==> config.mk <==
export PLATFORM = sky130hd
export DESIGN_NAME = atc_trigger_cond
export DESIGN_NICKNAME = d
export VERILOG_FILES = /design/src/design/atc_pkg.sv /design/src/design/atc_core_seq.sv /design/src/design/atc_trigger_cond.sv
export VERILOG_INCLUDE_DIRS = /design/src /design/src/design
export SDC_FILE = /design/constraint.sdc
export NUM_CORES = 1
export LEC_CHECK = 0
export BUFFER_PORTS_ARGS = -buffer_cell sky130_fd_sc_hd__buf_4
export CORE_MARGIN = 2
export CORE_UTILIZATION = 55
export DETAILED_ROUTE_END_ITERATION = 10
export HOLD_SLACK_MARGIN = 0.02
export PLACE_DENSITY = 0.85
export SETUP_SLACK_MARGIN = 0.2
export SLEW_MARGIN = 0
export SYNTH_ARGS = -nofsm -noshare
export SYNTH_HDL_FRONTEND = slang
export SYNTH_SLANG_ARGS = --single-unit
==> constraint.sdc <==
create_clock -name aclk -period 2.9 [get_ports aclk]
set_input_delay 0 -clock aclk [delete_from_list [all_inputs] [get_ports aclk]]
set_output_delay 0 -clock aclk [all_outputs]
set_load 0.1 [all_outputs]
==> src/design/atc_defs.svh <==
// Register map, field positions and reset values of the trigger conditioning block
`ifndef ATC_DEFS_SVH
`define ATC_DEFS_SVH
`define ATC_ADDR_SYNC_DELAY 4'h0
`define ATC_ADDR_SENS       4'h4
`define ATC_SYNC_LSB        8
`define ATC_DLY_LSB         0
`define ATC_CTRL_MASK       16'h0303
`define ATC_SENS_MASK       16'h4FFF
`define ATC_REG_RST         16'h0000
`define ATC_RESP_OKAY       2'h0
`define ATC_RESP_SLVERR     2'h2
`define ATC_NUM_CORES       2
`define ATC_NUM_CHAN        15
`define ATC_EXTENDED_SAMPLE_TIME_W          10
`endif

==> src/design/atc_pkg.sv <==
// Types shared by the trigger conditioning block
package atc_pkg;
  typedef struct packed
  {
    logic sync_en;
    logic delay_en;
  } atc_core_cfg_t;

  typedef enum logic [1:0]
  {
    ATC_SAMPLING,
    ATC_EXTEND,
    ATC_WAIT_CLK,
    ATC_CONVERT
  } atc_core_state_t;
endpackage : atc_pkg

==> src/design/atc_core_seq.sv <==
// Sample and convert sequencer of one dedicated conversion core
`timescale 1ns/1ps
`include "atc_defs.svh"
module atc_core_seq
(
  input  wire logic                     aclk,
  input  wire logic                     aresetn,
  input  wire logic                     trig,
  input  wire atc_pkg::atc_core_cfg_t   cfg,
  input  wire logic                     core_tick,
  input  wire logic [`ATC_EXTENDED_SAMPLE_TIME_W-1:0]   sample_time,
  input  wire logic                     conv_done,
  output logic                          sampling,
  output logic                          conv_start,
  output logic                          conv_busy
);
  import atc_pkg::*;

  atc_core_state_t         state_ff;
  atc_core_state_t         nxt_state;
  logic [`ATC_EXTENDED_SAMPLE_TIME_W-1:0]  cnt_ff;
  logic [`ATC_EXTENDED_SAMPLE_TIME_W-1:0]  nxt_cnt;
  logic                    pend_ff;
  logic                    nxt_pend;
  logic                    start_ff;
  logic                    nxt_start;
  logic                    launch;

  // ----------------------------------------
  // Trigger launch
  // ----------------------------------------
  // Synchronized triggers wait for the next core clock tick; unsynchronized ones launch at once
  assign launch = (state_ff == ATC_SAMPLING) &&
                  (cfg.sync_en ? (core_tick && (pend_ff || trig)) : trig);

  // ----------------------------------------
  // Sequencer
  // ----------------------------------------
  always_comb
  begin
    nxt_state = state_ff;
    nxt_cnt   = cnt_ff;
    nxt_start = 1'b0;
    nxt_pend  = pend_ff;
    if (state_ff == ATC_SAMPLING && cfg.sync_en && trig && !core_tick)
    begin
      nxt_pend = 1'b1;
    end
    case (state_ff)
      ATC_SAMPLING:
      begin
        if (launch)
        begin
          nxt_pend = 1'b0;
          if (cfg.delay_en)
          begin
            nxt_state = ATC_EXTEND;
            nxt_cnt   = sample_time;
          end
          else
          begin
            nxt_state = ATC_WAIT_CLK;
          end
        end
      end
      ATC_EXTEND:
      begin
        if (core_tick)
        begin
          if (cnt_ff == '0)
          begin
            nxt_state = ATC_CONVERT;
            nxt_start = 1'b1;
          end
          else
          begin
            nxt_cnt = cnt_ff - 1'b1;
          end
        end
      end
      ATC_WAIT_CLK:
      begin
        if (core_tick)
        begin
          nxt_state = ATC_CONVERT;
          nxt_start = 1'b1;
        end
      end
      ATC_CONVERT:
      begin
        if (conv_done)
        begin
          nxt_state = ATC_SAMPLING;
        end
      end
      default:
      begin
        nxt_state = ATC_SAMPLING;
      end
    endcase
  end

  always_ff @(posedge aclk)
  begin
    if (!aresetn)
    begin
      state_ff <= ATC_SAMPLING;
      cnt_ff   <= '0;
      pend_ff  <= 1'b0;
      start_ff <= 1'b0;
    end
    else
    begin
      state_ff <= nxt_state;
      cnt_ff   <= nxt_cnt;
      pend_ff  <= nxt_pend;
      start_ff <= nxt_start;
    end
  end

  assign sampling   = (state_ff == ATC_SAMPLING) || (state_ff == ATC_EXTEND);
  assign conv_start = start_ff;
  assign conv_busy  = (state_ff == ATC_CONVERT);
endmodule : atc_core_seq

==> src/design/atc_trigger_cond.sv <==
// Trigger conditioning top: AXI4-Lite registers, channel edge/level conditioning, core sequencers
`timescale 1ns/1ps
`include "atc_defs.svh"
module atc_trigger_cond
#(
  parameter int NUM_CHAN  = `ATC_NUM_CHAN,
  parameter int NUM_CORES = `ATC_NUM_CORES
)
(
  input  wire logic                                aclk,
  input  wire logic                                aresetn,
  input  wire logic [3:0]                          s_axi_awaddr,
  input  wire logic                                s_axi_awvalid,
  output logic                                     s_axi_awready,
  input  wire logic [31:0]                         s_axi_wdata,
  input  wire logic [3:0]                          s_axi_wstrb,
  input  wire logic                                s_axi_wvalid,
  output logic                                     s_axi_wready,
  output logic [1:0]                               s_axi_bresp,
  output logic                                     s_axi_bvalid,
  input  wire logic                                s_axi_bready,
  input  wire logic [3:0]                          s_axi_araddr,
  input  wire logic                                s_axi_arvalid,
  output logic                                     s_axi_arready,
  output logic [31:0]                              s_axi_rdata,
  output logic [1:0]                               s_axi_rresp,
  output logic                                     s_axi_rvalid,
  input  wire logic                                s_axi_rready,
  input  wire logic [NUM_CHAN-1:0]                 trig_src,
  output logic [NUM_CHAN-1:0]                      chan_trig_req,
  input  wire logic [NUM_CORES-1:0]                core_tick,
  input  wire logic [NUM_CORES*`ATC_EXTENDED_SAMPLE_TIME_W-1:0]    extended_sample_time,
  input  wire logic [NUM_CORES-1:0]                conv_done,
  output logic [NUM_CORES-1:0]                     core_sampling,
  output logic [NUM_CORES-1:0]                     core_conv_start,
  output logic [NUM_CORES-1:0]                     core_conv_busy
);
  import atc_pkg::*;

  logic [15:0]          ctrl_ff;
  logic [15:0]          nxt_ctrl;
  logic [15:0]          sens_ff;
  logic [15:0]          nxt_sens;
  logic                 bvalid_ff;
  logic                 nxt_bvalid;
  logic [1:0]           bresp_ff;
  logic [1:0]           nxt_bresp;
  logic                 rvalid_ff;
  logic                 nxt_rvalid;
  logic [31:0]          rdata_ff;
  logic [31:0]          nxt_rdata;
  logic [1:0]           rresp_ff;
  logic [1:0]           nxt_rresp;
  logic                 wr_go;
  logic                 rd_go;
  logic [15:0]          wmask;
  logic [NUM_CHAN-1:0]  meta_ff;
  logic [NUM_CHAN-1:0]  sync_ff;
  logic [NUM_CHAN-1:0]  prev_ff;
  logic [NUM_CHAN-1:0]  req_ff;
  logic [NUM_CHAN-1:0]  nxt_req;
  logic [NUM_CHAN-1:0]  level_sel;

  // ----------------------------------------
  // AXI4-Lite slave
  // ----------------------------------------
  // Address and data are taken together; the master holds each valid until its ready
  assign wr_go         = s_axi_awvalid && s_axi_wvalid && !bvalid_ff;
  assign rd_go         = s_axi_arvalid && !rvalid_ff;
  assign s_axi_awready = wr_go;
  assign s_axi_wready  = wr_go;
  assign s_axi_arready = rd_go;
  assign wmask         = {{8{s_axi_wstrb[1]}}, {8{s_axi_wstrb[0]}}};

  always_comb
  begin
    nxt_ctrl   = ctrl_ff;
    nxt_sens   = sens_ff;
    nxt_bvalid = bvalid_ff && !s_axi_bready;
    nxt_bresp  = bresp_ff;
    nxt_rvalid = rvalid_ff && !s_axi_rready;
    nxt_rdata  = rdata_ff;
    nxt_rresp  = rresp_ff;
    if (wr_go)
    begin
      nxt_bvalid = 1'b1;
      nxt_bresp  = `ATC_RESP_OKAY;
      if (s_axi_awaddr == `ATC_ADDR_SYNC_DELAY)
      begin
        nxt_ctrl = ((s_axi_wdata[15:0] & wmask) | (ctrl_ff & ~wmask)) & `ATC_CTRL_MASK;
      end
      else if (s_axi_awaddr == `ATC_ADDR_SENS)
      begin
        nxt_sens = ((s_axi_wdata[15:0] & wmask) | (sens_ff & ~wmask)) & `ATC_SENS_MASK;
      end
      else
      begin
        nxt_bresp = `ATC_RESP_SLVERR;
      end
    end
    if (rd_go)
    begin
      nxt_rvalid = 1'b1;
      nxt_rresp  = `ATC_RESP_OKAY;
      if (s_axi_araddr == `ATC_ADDR_SYNC_DELAY)
      begin
        nxt_rdata = {16'h0000, ctrl_ff & `ATC_CTRL_MASK};
      end
      else if (s_axi_araddr == `ATC_ADDR_SENS)
      begin
        nxt_rdata = {16'h0000, sens_ff & `ATC_SENS_MASK};
      end
      else
      begin
        nxt_rdata = 32'h00000000;
        nxt_rresp = `ATC_RESP_SLVERR;
      end
    end
  end

  always_ff @(posedge aclk)
  begin
    if (!aresetn)
    begin
      ctrl_ff   <= `ATC_REG_RST;
      sens_ff   <= `ATC_REG_RST;
      bvalid_ff <= 1'b0;
      bresp_ff  <= `ATC_RESP_OKAY;
      rvalid_ff <= 1'b0;
      rdata_ff  <= 32'h00000000;
      rresp_ff  <= `ATC_RESP_OKAY;
    end
    else
    begin
      ctrl_ff   <= nxt_ctrl;
      sens_ff   <= nxt_sens;
      bvalid_ff <= nxt_bvalid;
      bresp_ff  <= nxt_bresp;
      rvalid_ff <= nxt_rvalid;
      rdata_ff  <= nxt_rdata;
      rresp_ff  <= nxt_rresp;
    end
  end

  assign s_axi_bvalid = bvalid_ff;
  assign s_axi_bresp  = bresp_ff;
  assign s_axi_rvalid = rvalid_ff;
  assign s_axi_rdata  = rdata_ff;
  assign s_axi_rresp  = rresp_ff;

  // ----------------------------------------
  // Channel conditioning
  // ----------------------------------------
  // Channels without a sensitivity bit read a zero there and so stay edge-sensitive
  assign level_sel = sens_ff[NUM_CHAN-1:0];

  genvar ch;
  generate
    for (ch = 0; ch < NUM_CHAN; ch++)
    begin : g_chan
      always_comb
      begin
        nxt_req[ch] = level_sel[ch] ? sync_ff[ch] : (sync_ff[ch] && !prev_ff[ch]);
      end
    end
  endgenerate

  always_ff @(posedge aclk)
  begin
    if (!aresetn)
    begin
      meta_ff <= '0;
      sync_ff <= '0;
      prev_ff <= '0;
      req_ff  <= '0;
    end
    else
    begin
      meta_ff <= trig_src;
      sync_ff <= meta_ff;
      prev_ff <= sync_ff;
      req_ff  <= nxt_req;
    end
  end

  assign chan_trig_req = req_ff;

  // ----------------------------------------
  // Dedicated cores
  // ----------------------------------------
  // Core n is fed by input channel n
  genvar co;
  generate
    for (co = 0; co < NUM_CORES; co++)
    begin : g_core
      atc_core_cfg_t cfg;
      assign cfg = '{sync_en: ctrl_ff[`ATC_SYNC_LSB + co], delay_en: ctrl_ff[`ATC_DLY_LSB + co]};
      atc_core_seq u_seq
      (
        .aclk        (aclk),
        .aresetn     (aresetn),
        .trig        (req_ff[co]),
        .cfg         (cfg),
        .core_tick   (core_tick[co]),
        .sample_time (extended_sample_time[co*`ATC_EXTENDED_SAMPLE_TIME_W +: `ATC_EXTENDED_SAMPLE_TIME_W]),
        .conv_done   (conv_done[co]),
        .sampling    (core_sampling[co]),
        .conv_start  (core_conv_start[co]),
        .conv_busy   (core_conv_busy[co])
      );
    end
  endgenerate
endmodule : atc_trigger_cond

# Yosys cells after proc, flatten, opt, wreduce, memory -nomap -nowiden
# Cells that the tools add are included.
[word_totals] regBits=143 inputBits=90 elab_cells=180
[classes] addsub=2 n_eq_ne=22 muxes=61 bitwise_logic=7 n_reduce_logical=69
[ops] cell="10-bit 2-to-1 mux" count=8
[ops] cell="10-bit case mux with 2 select lines" count=2
[ops] cell="2-bit 2-to-1 mux" count=16
[ops] cell="15-bit bitwise AND" count=2
[ops] cell="1-bit logical AND" count=30
[ops] cell="15-bit 2-to-1 mux" count=2
[ops] cell="1-bit 2-to-1 mux" count=29
[ops] cell="1-bit zero test" count=21
[ops] cell="10-bit zero test" count=2
[ops] cell="2-bit inequality test, second input constant" count=10
[ops] cell="5-bit AND reduction" count=4
[ops] cell="10-bit by 1-bit subtractor with 10-bit output, second input constant" count=2
[ops] cell="2-bit case mux with 4 select lines" count=2
[ops] cell="15-bit inverter" count=1
[ops] cell="15-bit bitwise OR" count=1
[ops] cell="10-bit bitwise AND" count=1
[ops] cell="10-bit bitwise OR" count=1
[ops] cell="2-bit equality test, second input constant" count=4
[ops] cell="4-bit by 3-bit equality test with 1-bit output, second input constant" count=2
[ops] cell="4-bit zero test" count=2
[ops] cell="2-bit by 1-bit inequality test with 1-bit output, second input constant" count=4
[ops] cell="2-bit by 1-bit equality test with 1-bit output, second input constant" count=2
[ops] cell="2-bit zero test" count=2
[ops] cell="1-bit logical OR" count=4
[ops] cell="other kinds (5)" count=7

# Longest topological paths before layout
[logic_depth] depth_word=7 mapped_depth=8

# Modules after synthesis
# Synthesis repeated with hierarchy kept, for this count alone.
[unflattened] hier_cells=558 hier_area_um2=5296.3
[by_module_without_submodules] mod="atc_trigger_cond" instances=1 cells_per_inst=312 area_per_inst_um2=3234.4 seq_area_each_um2=1881.8
[by_module_without_submodules] mod="atc_core_seq" instances=2 cells_per_inst=123 area_per_inst_um2=1031.0 seq_area_each_um2=280.3

# Worst setup path after synthesis
# Ideal clock, no wire load.
[synth_timing] path_type="register -> register" start="register bvalid_ff, in the netlist s_axi_bvalid" end="register with a tool-made name" arrival_time_ns=2.924 path_slack_ns=-0.151 path_stages_with_launch=6 n_path_buf=1 period_less_slack_ns=3.051 cell_sequence="dfxtp_1 -> and3b_1 -> clkbuf_1 -> nand4_1 -> mux2i_1 -> nor2_1"
[synth_rtl] element="start: declaration" line_no="atc_trigger_cond.sv:44" rtl="logic bvalid_ff;"
[synth_rtl] element="start signal: assignment" line_no="atc_trigger_cond.sv:137" rtl="bvalid_ff <= nxt_bvalid;"

# Worst setup path after layout
[layout_timing] start="register g_core[1].u_seq.cnt_ff[0]" end="register g_core[1].u_seq.cnt_ff[8]"
[layout_via] elab_chain_len=4
[layout_rtl] element="start: declaration" line_no="atc_core_seq.sv:21" rtl="logic [`ATC_EXTENDED_SAMPLE_TIME_W-1:0] cnt_ff;"
[layout_rtl] element="start signal: assignment" line_no="atc_core_seq.sv:115" rtl="cnt_ff <= nxt_cnt;"
[layout_rtl] element="10-bit by 1-bit subtractor with 10-bit output" line_no="atc_core_seq.sv:77" rtl="nxt_cnt = cnt_ff - 1'b1;"
[layout_rtl] element="10-bit 2-to-1 mux" line_no="atc_core_seq.sv:70" rtl="if (cnt_ff == '0)"
[layout_rtl] element="10-bit 2-to-1 mux" line_no="atc_core_seq.sv:68" rtl="if (core_tick)"
[layout_rtl] element="10-bit case mux with 2 select lines" line_no="atc_core_seq.sv:49" rtl="case (state_ff)"
# Parallel ways exist; a longest one is shown, timed or not. The select of a mux whose other input is x is not followed.
# A chain may end at the register's enable or synchronous reset.

==> impl_metrics.json <==
{
  "final_cell_count_no_fill": 827,
  "start_util": 0.562,
  "portBuffers": 109,
  "drive_gt1_frac": 0.222,
  "ys_seq_area_frac": 0.475,
  "rsz0062_at_grt": "false",
  "hpwl_um": 7920,
  "dieArea_mm2": 0.0101,
  "max_clock_freq_mhz": 405,
  "fin_tns_setup_ps": 0,
  "cts_tree": "yes",
  "viasPerCell": 5.45,
  "ant_nets": 0,
  "synth_ff_type": "dfxtp_1",
  "die_w_um": 101,
  "grt_pass1_wl_um": 21700,
  "path_class": "reg -> reg",
  "cts.clk_slew.worst_paths_ps": 60,
  "maxSlewViolCount": 0,
  "drt_iter0_markers": 160,
  "cts.path.max_buffers": 2,
  "grt-ovfl-total": 0,
  "finalHoldViolCount": 0,
  "ff2ff_path_depth": 7,
  "synth-async-reset-ratio": 0,
  "wire_per_inst_um": 15.9,
  "layout_commonest_cell": "dfxtp_1",
  "antenna_found_initial": 0,
  "cts.sinks": 122,
  "fin_ws_ps": 430,
  "pin_count": 152,
  "root_buffer": "clkbuf_8",
  "dr_total_vias": 4510,
  "synthCells": 538,
  "placed_area_mm2": 0.00587,
  "tightest_slew_ps": 899,
  "grtUsageTotal": 0.270,
  "grt_pass1_vias": 4514,
  "cpPeakStageDelay_ps": 570,
  "detail_route.drc_violations": 0,
  "maxCapViolations": 0,
  "ys_seq_elements": 122,
  "routed_wl_um": 13100,
  "place_congestion": 0.849,
  "place_inst": 725,
  "dpl_worst_slack_ps": 545,
  "p_leak_nw": 3.15,
  "post_cts_buffers": 0,
  "power.density_mw_per_mm2": 743,
  "outcome": "finished clean",
  "nNetsFinal": 807,
  "cp-end-kind": "register",
  "dr.pass1.iters": 5,
  "hold_depth": 4,
  "finClkSkew_ps": 7.50,
  "ir_drop_v": 0.000653,
  "diodes": 0,
  "fin_area_mm2": 0.00715,
  "die_h_um": 101,
  "fp-row-count": 35,
  "r2r-end": "g_core[1].u_seq.cnt_ff[8]",
  "coreArea_mm2": 0.00915,
  "crit_path_cell_trace": "inv_1 > ha_1 > nor4b_1 > and4_2 > or2_2 > o32ai_1 > dlygate4sd3_1",
  "min_period_ps": 2470,
  "slowest_stage": "dlygate4sd3_1",
  "min-delay-start": "s_axi_awvalid",
  "slew_headroom": 0.401,
  "hold_end": "s_axi_bvalid",
  "rrSetupSlack_ps": 430,
  "final-setup-viol-count": 0,
  "critPathArrivalTime_ps": 2880,
  "synth_edf_count": 0,
  "yosys_warnings": 0,
  "cts_max_level": 4,
  "ys_types": 57,
  "fin_crit_sh": 0.852,
  "reg2reg_from": "g_core[1].u_seq.cnt_ff[0]",
  "crit_required_ps": 3310,
  "clkLatencyLatePin_ps": 520,
  "cts_made_buffers": 17,
  "start_kind": "register",
  "syn-cell-area_mm2": 0.00514,
  "syn_avg_cell_area_um2": 9.56,
  "final_cell_mix": "dfxtp_1, buf_4, dlygate4sd3_1",
  "areaGrowthSynthToFinish_pct": 39.1,
  "path_max_fanout": 11,
  "grt_max_degree": 69,
  "hold_class": "in -> reg"
}
cell type report:
type | instances | area (µm²)
clock buffers | 17 | 414
flip-flops and latches | 122 | 2440
fillers | 558 | 2000
multi-input cells | 346 | 2320
clock inverters | 15 | 164
inverters | 32 | 120
well taps | 111 | 139
repair buffers | 184 | 1560
logic make-up (layout without fill, tap and decap cells):
| logic type | Yosys count | in the layout | synth area share |
|---|---|---|---|
| compound gates | 119 | 119 | 0.169 |
| buf+inv | 90 | 248 | 0.0898 |
| simple gates | 161 | 161 | 0.171 |
| mux | 31 | 31 | 0.0608 |
| flops | 122 | 122 | 0.475 |
| fa+ha+maj | 14 | 14 | 0.0341 |
| other cells | 1 | 21 | 0.000729 |
worst max-delay path, delay by kind of cell, from the launching register on:
family,cells,cell delay [ps]
adder cells (fa/ha/maj),1,150
buffers and inverters,2,680
AND/OR/NAND/NOR,3,1090
flip-flops,1,320
AO/OA/AOI/OAI,1,110
cell usage after synthesis, types with 2 or more instances:
master | n | area share
nand2b_1 | 5 | 0.0061
and3_1 | 4 | 0.0049
o2111a_1 | 2 | 0.0044
nor2b_1 | 6 | 0.0073
mux2_2 | 2 | 0.0044
a31oi_1 | 4 | 0.0049
nand4_1 | 3 | 0.0036
and4_1 | 3 | 0.0051
nand2_1 | 9 | 0.0066
nand4b_1 | 3 | 0.0051
o221ai_1 | 2 | 0.0034
a311oi_1 | 4 | 0.0068
or2_2 | 2 | 0.0024
a21o_1 | 2 | 0.0029
o311ai_0 | 10 | 0.017
o31ai_1 | 10 | 0.015
buf_2 | 2 | 0.0019
o221a_1 | 3 | 0.0066
or3_1 | 3 | 0.0036
and2_1 | 45 | 0.055
nor2_1 | 50 | 0.036
clkinv_1 | 2 | 0.0015
or4_1 | 2 | 0.0029
a41oi_1 | 3 | 0.0051
o221a_2 | 3 | 0.0066
nor4_1 | 4 | 0.0049
buf_4 | 30 | 0.044
o311a_1 | 2 | 0.0039
o21ai_0 | 10 | 0.0097
a21oi_1 | 27 | 0.026
inv_1 | 30 | 0.022
nor3_1 | 15 | 0.015
a21boi_0 | 13 | 0.019
a22oi_1 | 11 | 0.016
dfxtp_1 | 122 | 0.47
ha_1 | 14 | 0.034
mux2i_1 | 29 | 0.056
clkbuf_1 | 24 | 0.018
a211oi_1 | 5 | 0.0073
per-layer routing:
metal	up-vias	global-route usage	wire [µm]
met1	2171	0.336	5700
li1	2171	-	-
met2	146	0.452	6490
met4	0	0.111	297
met3	22	0.0624	631
met5	-	0	0
per-stage QoR:
stage,power [mW],hold slack [ps],util
4_1_cts,5.30,27.1,0.781
6_report,5.32,102,0.782
2_1_floorplan,2.95,127,-
3_3_place_gp,3.14,208,0.642
5_1_grt,5.54,138,0.782
3_5_place_dp,3.19,211,0.642
where the power goes:
part           internal (mW)  total (mW)  switching [mW]
registers               1.76        1.81          0.0571
clock network           1.24        2.05           0.807
logic                  0.495        1.46           0.962
total                   3.49        5.32            1.83
how the worst max path moves through the flow:
| stage | cells after the start | to | slack [ps] | startpoint |
|---|---|---|---|---|
| CTS | 7 | g_core[1].u_seq.cnt_ff[8] | 270 | g_core[1].u_seq.state_ff[1] |
| floorplan | 7 | s_axi_rdata[10] | 210 | s_axi_rvalid |
| detailed placement | 6 | g_core[0].u_seq.cnt_ff[0] | 540 | g_core[0].u_seq.state_ff[0] |
| global route | 7 | g_core[1].u_seq.cnt_ff[8] | 310 | g_core[1].u_seq.cnt_ff[0] |
| finish | 7 | g_core[1].u_seq.cnt_ff[8] | 430 | g_core[1].u_seq.cnt_ff[0] |
| global placement | 6 | g_core[0].u_seq.cnt_ff[0] | 660 | g_core[0].u_seq.state_ff[0] |
timing repair:
| item | in CTS | in global routing |
|---|---|---|
| hold buffers | 70 | 0 |
| hold endpoints to repair | 68 | 0 |
| setup endpoints to repair | 0 | 1 |
| gates resized for setup | 0 | 2 |
Power figures use the tool's default switching activity.
